===== config.mk =====
export PLATFORM = sky130hd
export DESIGN_NAME = program_flow_and_return_stack
export DESIGN_NICKNAME = d
export VERILOG_FILES = /design/src/shared/program_flow_pkg.sv /design/src/hdl/program_flow_and_return_stack.sv
export SDC_FILE = /design/constraint.sdc
export NUM_CORES = 1
export LEC_CHECK = 0
export BUFFER_PORTS_ARGS = -buffer_cell sky130_fd_sc_hd__buf_2
export CELL_PAD_IN_SITES_DETAIL_PLACEMENT = 0
export CELL_PAD_IN_SITES_GLOBAL_PLACEMENT = 2
export CORE_ASPECT_RATIO = 1.25
export CORE_MARGIN = 2
export CORE_UTILIZATION = 35
export CTS_CLUSTER_SIZE = 20
export DETAILED_ROUTE_END_ITERATION = 16
export PLACE_DENSITY_LB_ADDON = 0.1
export RECOVER_POWER = 100
export REMOVE_ABC_BUFFERS = 1
export SLEW_MARGIN = 20
export SYNTH_ARGS = -nofsm -noshare
export SYNTH_HDL_FRONTEND = slang
export SYNTH_SLANG_ARGS = --single-unit

===== constraint.sdc =====
create_clock -name clk_in -period 3.7 [get_ports clk_in]
set_clock_uncertainty 0.1 [all_clocks]
set_input_delay 0.37 -clock clk_in [delete_from_list [all_inputs] [get_ports clk_in]]
set_output_delay 0.37 -clock clk_in [all_outputs]
set_load 0.02 [all_outputs]

===== src/shared/program_flow_pkg.sv =====
`default_nettype none
package program_flow_pkg;
    // ==========================================================
    // widths
    localparam int IP_W = 13;
    localparam int LOW_W = 11;
    localparam int PAGE_W = 2;
    localparam int WORD_W = 16;
    localparam int IDX_W = 4;
    localparam int SEL_W = 3;
    localparam int SLOTS = 7;
    localparam int RF_ADDR_W = 7;

    // ==========================================================
    // addresses and reset values
    localparam logic [IP_W-1:0] IP_RESET = 13'h0000;
    localparam logic [IP_W-1:0] VEC_EXT_IRQ = 13'h0005;
    localparam logic [IP_W-1:0] VEC_TIMER = 13'h0003;
    localparam logic [IP_W-1:0] IP_ONE = 13'h0001;
    localparam logic [IP_W-1:0] IP_TWO = 13'h0002;
    localparam logic [PAGE_W-1:0] PAGE_ZERO = 2'h0;
    localparam logic [IDX_W-1:0] IDX_RESET = 4'h7;
    localparam logic [SEL_W-1:0] SEL_ONE = 3'h1;
    localparam logic [SEL_W-1:0] SEL_NONE = 3'h7;
    localparam logic [RF_ADDR_W-1:0] RF_STACK_INDEX = 7'h01;
    // slot bits above the pointer width
    localparam logic [WORD_W-IP_W-1:0] SLOT_HIGH_ZERO = 3'h0;

    // ==========================================================
    // decoder commands
    typedef enum logic [10:0] {
        OP_HOLD = 11'h001,
        OP_NEXT = 11'h002,
        OP_SKIP = 11'h004,
        OP_JUMP_DIRECT = 11'h008,
        OP_CALL_DIRECT = 11'h010,
        OP_JUMP_INDIRECT = 11'h020,
        OP_CALL_INDIRECT = 11'h040,
        OP_TABLE_FETCH = 11'h080,
        OP_SUBROUTINE_EXIT = 11'h100,
        OP_EXIT_AND_SKIP = 11'h200,
        OP_INTERRUPT_EXIT = 11'h400
    } op_t;

    typedef enum logic [1:0] {
        ST_RUN = 2'b01,
        ST_TABLE_READ = 2'b10
    } phase_t;

    typedef struct packed {
        op_t op;
        logic [PAGE_W-1:0] page;
        logic [LOW_W-1:0] operand;
    } cmd_t;

    typedef struct packed {
        logic write;
        logic [RF_ADDR_W-1:0] addr;
        logic [IDX_W-1:0] wdata;
    } rf_access_t;

    typedef struct packed {
        phase_t phase;
        logic [IP_W-1:0] instruction_pointer;
        logic [IP_W-1:0] fetch_addr;
        logic [IDX_W-1:0] return_stack_index;
        logic [SLOTS-1:0][IP_W-1:0] return_address_slot;
        logic [WORD_W-1:0] table_data_buffer;
    } state_t;
endpackage
`default_nettype wire


===== src/hdl/program_flow_and_return_stack.sv =====
// How it works
// - direct jump loads page bits b12..b11 from page number, low bits from operand.
// - interrupt loads vector 0005H for external pin, else 0003H for timer.
// - power-on and chip-enable resets clear the instruction pointer.
// - calls, table fetches and accepted interrupts store a return address.
// - eight slot positions 0..7, only slots 0..6 have storage.
// - the top three bits of every slot read as zero.
// - stack index is a 4-bit binary counter selecting a slot.
// - software reads and writes the stack index at register address 01H.
// - index low three bits select slot, top bit held at zero.
// - a call decrements the index, then writes the selected slot.
// - returns load the pointer from the selected slot (exit-and-skip adds one), then increment index.
// - table fetch pushes, reads word to buffer, restores pointer, increments index.
// - interrupt acceptance decrements the index, then saves the return address.
// - slot 7 reads as zero at index 07H; nesting stays within seven.
`default_nettype none
module program_flow_and_return_stack (
    input wire logic clk_in,
    input wire logic rst_in,
    input wire logic ce_reset_in,
    input wire logic clock_stop_reset_in,
    input wire program_flow_pkg::cmd_t cmd_in,
    input wire logic ext_irq_accept_in,
    input wire logic timer_irq_accept_in,
    input wire logic [program_flow_pkg::IP_W-1:0] indirect_pointer_reg_in,
    input wire logic [program_flow_pkg::WORD_W-1:0] prog_data_in,
    input wire program_flow_pkg::rf_access_t rf_in,
    output logic busy_out,
    output logic [program_flow_pkg::IP_W-1:0] instruction_pointer_out,
    output logic [program_flow_pkg::IP_W-1:0] prog_addr_out,
    output logic [program_flow_pkg::WORD_W-1:0] table_data_buffer_out,
    output logic [program_flow_pkg::IDX_W-1:0] rf_rdata_out
);
    // ==========================================================
    // helpers
    // slot 7 has no storage behind it; it reads as zero here
    function automatic logic [program_flow_pkg::IP_W-1:0] read_slot(
        input logic [program_flow_pkg::SLOTS-1:0][program_flow_pkg::IP_W-1:0] slots,
        input logic [program_flow_pkg::SEL_W-1:0] sel
    );
        logic [program_flow_pkg::IP_W-1:0] value;
        value = program_flow_pkg::IP_RESET;
        if (sel != program_flow_pkg::SEL_NONE)
        begin
            value = slots[sel];
        end
        return value;
    endfunction

    function automatic logic [program_flow_pkg::SEL_W-1:0] sel_down(
        input logic [program_flow_pkg::IDX_W-1:0] index
    );
        return index[program_flow_pkg::SEL_W-1:0] - program_flow_pkg::SEL_ONE;
    endfunction

    function automatic logic [program_flow_pkg::IDX_W-1:0] as_index(
        input logic [program_flow_pkg::SEL_W-1:0] sel
    );
        return {1'b0, sel};
    endfunction

    // ==========================================================
    // state
    program_flow_pkg::state_t state;
    program_flow_pkg::state_t next_state;

    logic [program_flow_pkg::SEL_W-1:0] sel;
    logic [program_flow_pkg::SEL_W-1:0] push_sel;
    logic [program_flow_pkg::IP_W-1:0] top_slot;
    logic [program_flow_pkg::IP_W-1:0] ip_plus_one;

    assign sel = state.return_stack_index[program_flow_pkg::SEL_W-1:0];
    assign push_sel = sel_down(state.return_stack_index);
    // slots keep only the 13 pointer bits, so the bits above always read as zero
    assign top_slot = read_slot(state.return_address_slot, sel);
    assign ip_plus_one = state.instruction_pointer + program_flow_pkg::IP_ONE;

    always_comb
    begin
        next_state = state;
        // software write to the index; a hardware stack move in the same cycle wins
        if (rf_in.write && rf_in.addr == program_flow_pkg::RF_STACK_INDEX)
        begin
            next_state.return_stack_index = as_index(rf_in.wdata[program_flow_pkg::SEL_W-1:0]);
        end
        unique case (state.phase)
            program_flow_pkg::ST_TABLE_READ:
            begin
                // the word at the indirect pointer is on prog_data_in now
                next_state.table_data_buffer = prog_data_in;
                next_state.instruction_pointer = top_slot;
                next_state.fetch_addr = top_slot;
                next_state.return_stack_index = as_index(sel + program_flow_pkg::SEL_ONE);
                next_state.phase = program_flow_pkg::ST_RUN;
            end
            program_flow_pkg::ST_RUN:
            begin
                if (ext_irq_accept_in || timer_irq_accept_in)
                begin
                    // the interrupted instruction has not run: resume at it
                    if (push_sel != program_flow_pkg::SEL_NONE)
                    begin
                        next_state.return_address_slot[push_sel] = state.instruction_pointer;
                    end
                    next_state.return_stack_index = as_index(push_sel);
                    next_state.instruction_pointer = ext_irq_accept_in ?
                        program_flow_pkg::VEC_EXT_IRQ : program_flow_pkg::VEC_TIMER;
                end
                else
                begin
                    unique case (cmd_in.op)
                        program_flow_pkg::OP_HOLD:
                        begin
                        end
                        program_flow_pkg::OP_NEXT:
                        begin
                            next_state.instruction_pointer = ip_plus_one;
                        end
                        program_flow_pkg::OP_SKIP:
                        begin
                            next_state.instruction_pointer =
                                state.instruction_pointer + program_flow_pkg::IP_TWO;
                        end
                        program_flow_pkg::OP_JUMP_DIRECT:
                        begin
                            next_state.instruction_pointer =
                                {cmd_in.page, cmd_in.operand};
                        end
                        program_flow_pkg::OP_JUMP_INDIRECT:
                        begin
                            next_state.instruction_pointer = indirect_pointer_reg_in;
                        end
                        program_flow_pkg::OP_CALL_DIRECT,
                        program_flow_pkg::OP_CALL_INDIRECT,
                        program_flow_pkg::OP_TABLE_FETCH:
                        begin
                            if (push_sel != program_flow_pkg::SEL_NONE)
                            begin
                                next_state.return_address_slot[push_sel] = ip_plus_one;
                            end
                            next_state.return_stack_index = as_index(push_sel);
                            if (cmd_in.op == program_flow_pkg::OP_CALL_DIRECT)
                            begin
                                next_state.instruction_pointer =
                                    {program_flow_pkg::PAGE_ZERO, cmd_in.operand};
                            end
                            else if (cmd_in.op == program_flow_pkg::OP_CALL_INDIRECT)
                            begin
                                next_state.instruction_pointer = indirect_pointer_reg_in;
                            end
                            else
                            begin
                                // pointer stays; memory is steered to the table word
                                next_state.fetch_addr = indirect_pointer_reg_in;
                                next_state.phase = program_flow_pkg::ST_TABLE_READ;
                            end
                        end
                        program_flow_pkg::OP_SUBROUTINE_EXIT,
                        program_flow_pkg::OP_INTERRUPT_EXIT:
                        begin
                            next_state.instruction_pointer = top_slot;
                            next_state.return_stack_index =
                                as_index(sel + program_flow_pkg::SEL_ONE);
                        end
                        program_flow_pkg::OP_EXIT_AND_SKIP:
                        begin
                            next_state.instruction_pointer =
                                top_slot + program_flow_pkg::IP_ONE;
                            next_state.return_stack_index =
                                as_index(sel + program_flow_pkg::SEL_ONE);
                        end
                        default:
                        begin
                        end
                    endcase
                end
                if (next_state.phase == program_flow_pkg::ST_RUN)
                begin
                    next_state.fetch_addr = next_state.instruction_pointer;
                end
            end
            default:
            begin
                next_state.phase = program_flow_pkg::ST_RUN;
            end
        endcase
        // resets override the index, phase and fetch address; clock-stop leaves the pointer alone
        if (rst_in || ce_reset_in || clock_stop_reset_in)
        begin
            next_state.return_stack_index = program_flow_pkg::IDX_RESET;
            next_state.phase = program_flow_pkg::ST_RUN;
            next_state.fetch_addr = next_state.instruction_pointer;
        end
        if (rst_in || ce_reset_in)
        begin
            next_state.instruction_pointer = program_flow_pkg::IP_RESET;
            next_state.fetch_addr = program_flow_pkg::IP_RESET;
        end
    end

    always_ff @(posedge clk_in)
    begin
        if (rst_in)
        begin
            state.phase <= program_flow_pkg::ST_RUN;
            state.instruction_pointer <= program_flow_pkg::IP_RESET;
            state.fetch_addr <= program_flow_pkg::IP_RESET;
            state.return_stack_index <= program_flow_pkg::IDX_RESET;
            state.return_address_slot <= '0;
            state.table_data_buffer <= '0;
        end
        else
        begin
            state <= next_state;
        end
    end

    // ==========================================================
    // outputs
    assign busy_out = (state.phase == program_flow_pkg::ST_TABLE_READ);
    assign instruction_pointer_out = state.instruction_pointer;
    assign prog_addr_out = state.fetch_addr;
    assign table_data_buffer_out = state.table_data_buffer;
    assign rf_rdata_out = as_index(sel);

endmodule
`default_nettype wire


==> metrics.txt <==
outcome=completed; setup violators final=0; number of CTS-inserted buffers=17; full die area=26,450 sq um; clock slew at reported path FFs=70 ps; total chip power=3642 uW; main combinational cell family by area after synthesis=compound AO/OA/AOI/OAI gates; share of flip-flops with an asynchronous set or reset=0%; vias in the first global route=8,390; simple-gate share of the synthesized area=21.74%; fin crit period=3453 ps; Mapped Cells=1,081; EDFF count, synth=0; post-route ant nets=0; CTS Sinks=138; synthesis-stage register bit count=138; initial DRC count=676; share of post-route cells with drive strength above 1=17.67%; Sw Pwr=1042 uW; Static Leakage=0.003540 uW; Max-Cap Viols=0; routability cong.=0.9464; Diodes inserted=0; initial antenna violation count=0; WP data arrival=3710 ps; Netlist cell types=83; RSZ-0062 raised after global routing=no; Filler cells=2,657; Slew Viols, Final=0; critical path data required time=3960 ps; Synth Area in XOR/XNOR=2.487%; WL final=34,530 um; nature of the critical path startpoint=flip-flop; hold_buf cts=0; period utilization=93.31%; Gate power share=9.0%; Worst-Margin Slew=974.4 ps; # port buffers=115; total grt overflow=0; Slew HR=35.04%; Inst Count DP=1,458; CTS tree=done; Net count, final=1,227; switching share of power=28.61%; Reg2Reg Setup Slack=250 ps; Syn. warnings=0; DIE HEIGHT=181.3 um; cell row count=64; largest net degree at the start of global routing=92; class of the worst hold path=primary input to flip-flop; Peak VDD IR=0.0002978 V; Crit. End Element=flip-flop; post-synthesis compound-gate area fraction=26.77%; Routed WL per cell=23.17 um; Pwr Density=362.7 nW/um^2; CTS H-Tree Depth=4; syn avg cell area=8.145 sq um; Crit Path Max Fanout=11; HPWL after DPL=25,370 um; post-route cell area=10,040 sq um; mux share of post-synthesis cell area=7.290%; setup TNS=0 ps; Internal=2600 uW; core area=24,580 sq um; Clk Latency, worst-skew pair=430 ps; Post-Layout Cell Count=1,490; clk root buf=clkbuf_16; final hold violations=0; CTS Buffer Depth=2; Top Ports=118; drt pass-1 iters=5; fmax=289.6 MHz; adder-cell share of the synthesized area=1.279%; Clk pwr share=48.9%; area delta synth->final=14.04%; All-Layer GR Usage=26.04%; dpl cell area=9572 sq um; Netlist Area Pre-Place=8805 sq um; Post-CTS Setup Bufs=0; first-pass GRT wire length=52,760 um; via count=8,598; Die X=145.9 um; starting density of the core=35.82%; Remaining DRCs=0; Worst Setup Path Type=flip-flop to flip-flop; most common flop cell mapped by yosys=dfxtp_1; register area share after synthesis=31.38%; via-per-instance ratio=5.770; Seq pwr share=42.1%
stage by stage:
step           util (%)  setup WS (ps)  hold WS, ps
3_5_place_dp      38.94          294.0        364.4
3_3_place_gp      38.94          353.6        363.1
6_report          40.84          247.5        74.23
4_1_cts           41.36          268.1        64.07
5_1_grt           40.84          62.71        62.63
2_1_floorplan         -         -346.6        334.6
critical path: stages (launching register included):
cell and delay, ps:
dfxtp_1 460, clkbuf_1 540, nor2b_1 130, clkbuf_1 210
a221oi_2 350, nand2_1 250, nor4b_1 600, a2111oi_0 220
or2_2 370, a31oi_1 160
metal layers:
| layer | track usage (%) | up-vias | share of wire (%) |
|---|---|---|---|
| met5 | 0 | - | 0 |
| met4 | 10.71 | 0 | 3.6 |
| met2 | 44.98 | 257 | 49 |
| met1 | 32.58 | 4130 | 43 |
| met3 | 3.460 | 51 | 4.0 |
| li1 | - | 4160 | - |
registers in the layout, indices dropped and copies added (netlist names):
register and flops:
state 93, rf_rdata_out 3, instruction_pointer_out 13, table_data_buffer_out 16
prog_addr_out 13
layout make-up:
type / count / area [sq um] / share of cell area [%]
Multi-Input combinational cell: 795 / 5256 / 52.35
Inverter: 17 / 63.81 / 0.6355
Tap cell: 330 / 412.9 / 4.112
Clock inverter: 15 / 171.4 / 1.707
Clock buffer: 17 / 425.4 / 4.237
Sequential cell: 138 / 2765 / 27.54
Timing Repair Buffer: 178 / 945.9 / 9.421
path summary, 6_finish.rpt:
check | start | end | cells after the start
max | rf_rdata_out[2]$_SDFF_PP1_ | prog_addr_out[3]$_SDFFE_PP0P_ | 9
min | prog_data_in[7] | table_data_buffer_out[7]$_SDFFE_PP0P_ | 3
max reg2reg | rf_rdata_out[2]$_SDFF_PP1_ | prog_addr_out[3]$_SDFFE_PP0P_ | 9
min reg2reg | prog_addr_out[12]$_SDFFE_PP0P_ | prog_addr_out[12]$_SDFFE_PP0P_ | 2
power by group through the flow:
stage | combinational (uW) | sequential [uW] | clock (uW)
final | 327 | 1530 | 1780
after global routing | 357 | 1540 | 1890
after CTS | 331 | 1530 | 1810
after detailed placement | 330 | 1570 | 0
after global placement | 330 | 1570 | 0
after floorplan | 151 | 1570 | 0
synth_stat cells (6+ instances only):
library cell	count	area, sq um
or3_1	9	56.30
buf_2	16	80.08
xor2_1	10	87.58
mux2_2	9	101.4
a32oi_1	6	52.55
nor3_1	33	165.2
mux2i_1	36	360.4
nor2b_1	7	43.79
inv_1	16	60.06
nor4_1	8	50.05
o311a_1	6	60.06
mux4_2	8	180.2
o21ai_0	44	220.2
a31oi_1	12	75.07
nand3_1	33	165.2
dfxtp_1	138	2763
ha_1	9	112.6
and2_1	7	43.79
o211ai_1	10	75.07
or2_2	6	37.54
a22oi_1	9	67.56
a221o_1	8	80.08
a221oi_1	9	78.83
clkbuf_1	55	206.5
nor2_1	149	559.3
nand2_1	64	240.2
nand4_1	10	62.56
a211oi_1	96	720.7
xnor2_1	15	131.4
and4_1	7	61.31
and3_1	10	62.56
a21oi_1	47	235.2
buf_4	52	390.4
timing repair:
action,CTS,global route
hold endpoints to repair,0,0
setup endpoints to repair,0,1
gates resized for setup,0,2
cell families after synthesis:
logic type / after synthesis
mux: 53
fa+ha+maj: 9
buf+inv: 148
simple gates: 381
flops: 138
xor+xnor: 25
other cells: 1
compound gates: 326
cells in the final DEF, fill, tap and decap left out, types with 7 or more instances in the layout:
cell type    n
a211oi_1    96
a21oi_1     47
a221o_1      8
a221oi_1     9
a22oi_1      9
a31oi_1     12
and3_1      10
and4_1       7
buf_2       74
buf_4       47
clkbuf_1    50
clkbuf_16   17
clkbuf_2     7
dfxtp_1    136
ha_1         9
inv_1       16
mux2_2       7
mux2i_1     36
mux4_2       8
nand2_1     64
nand3_1     33
nand4_1     10
nor2_1     149
nor3_1      33
nor4_1       7
o211ai_1    10
o21ai_0     44
or3_1        9
xnor2_1     15
xor2_1      10
No activity file was read; power rests on OpenSTA's default activity.
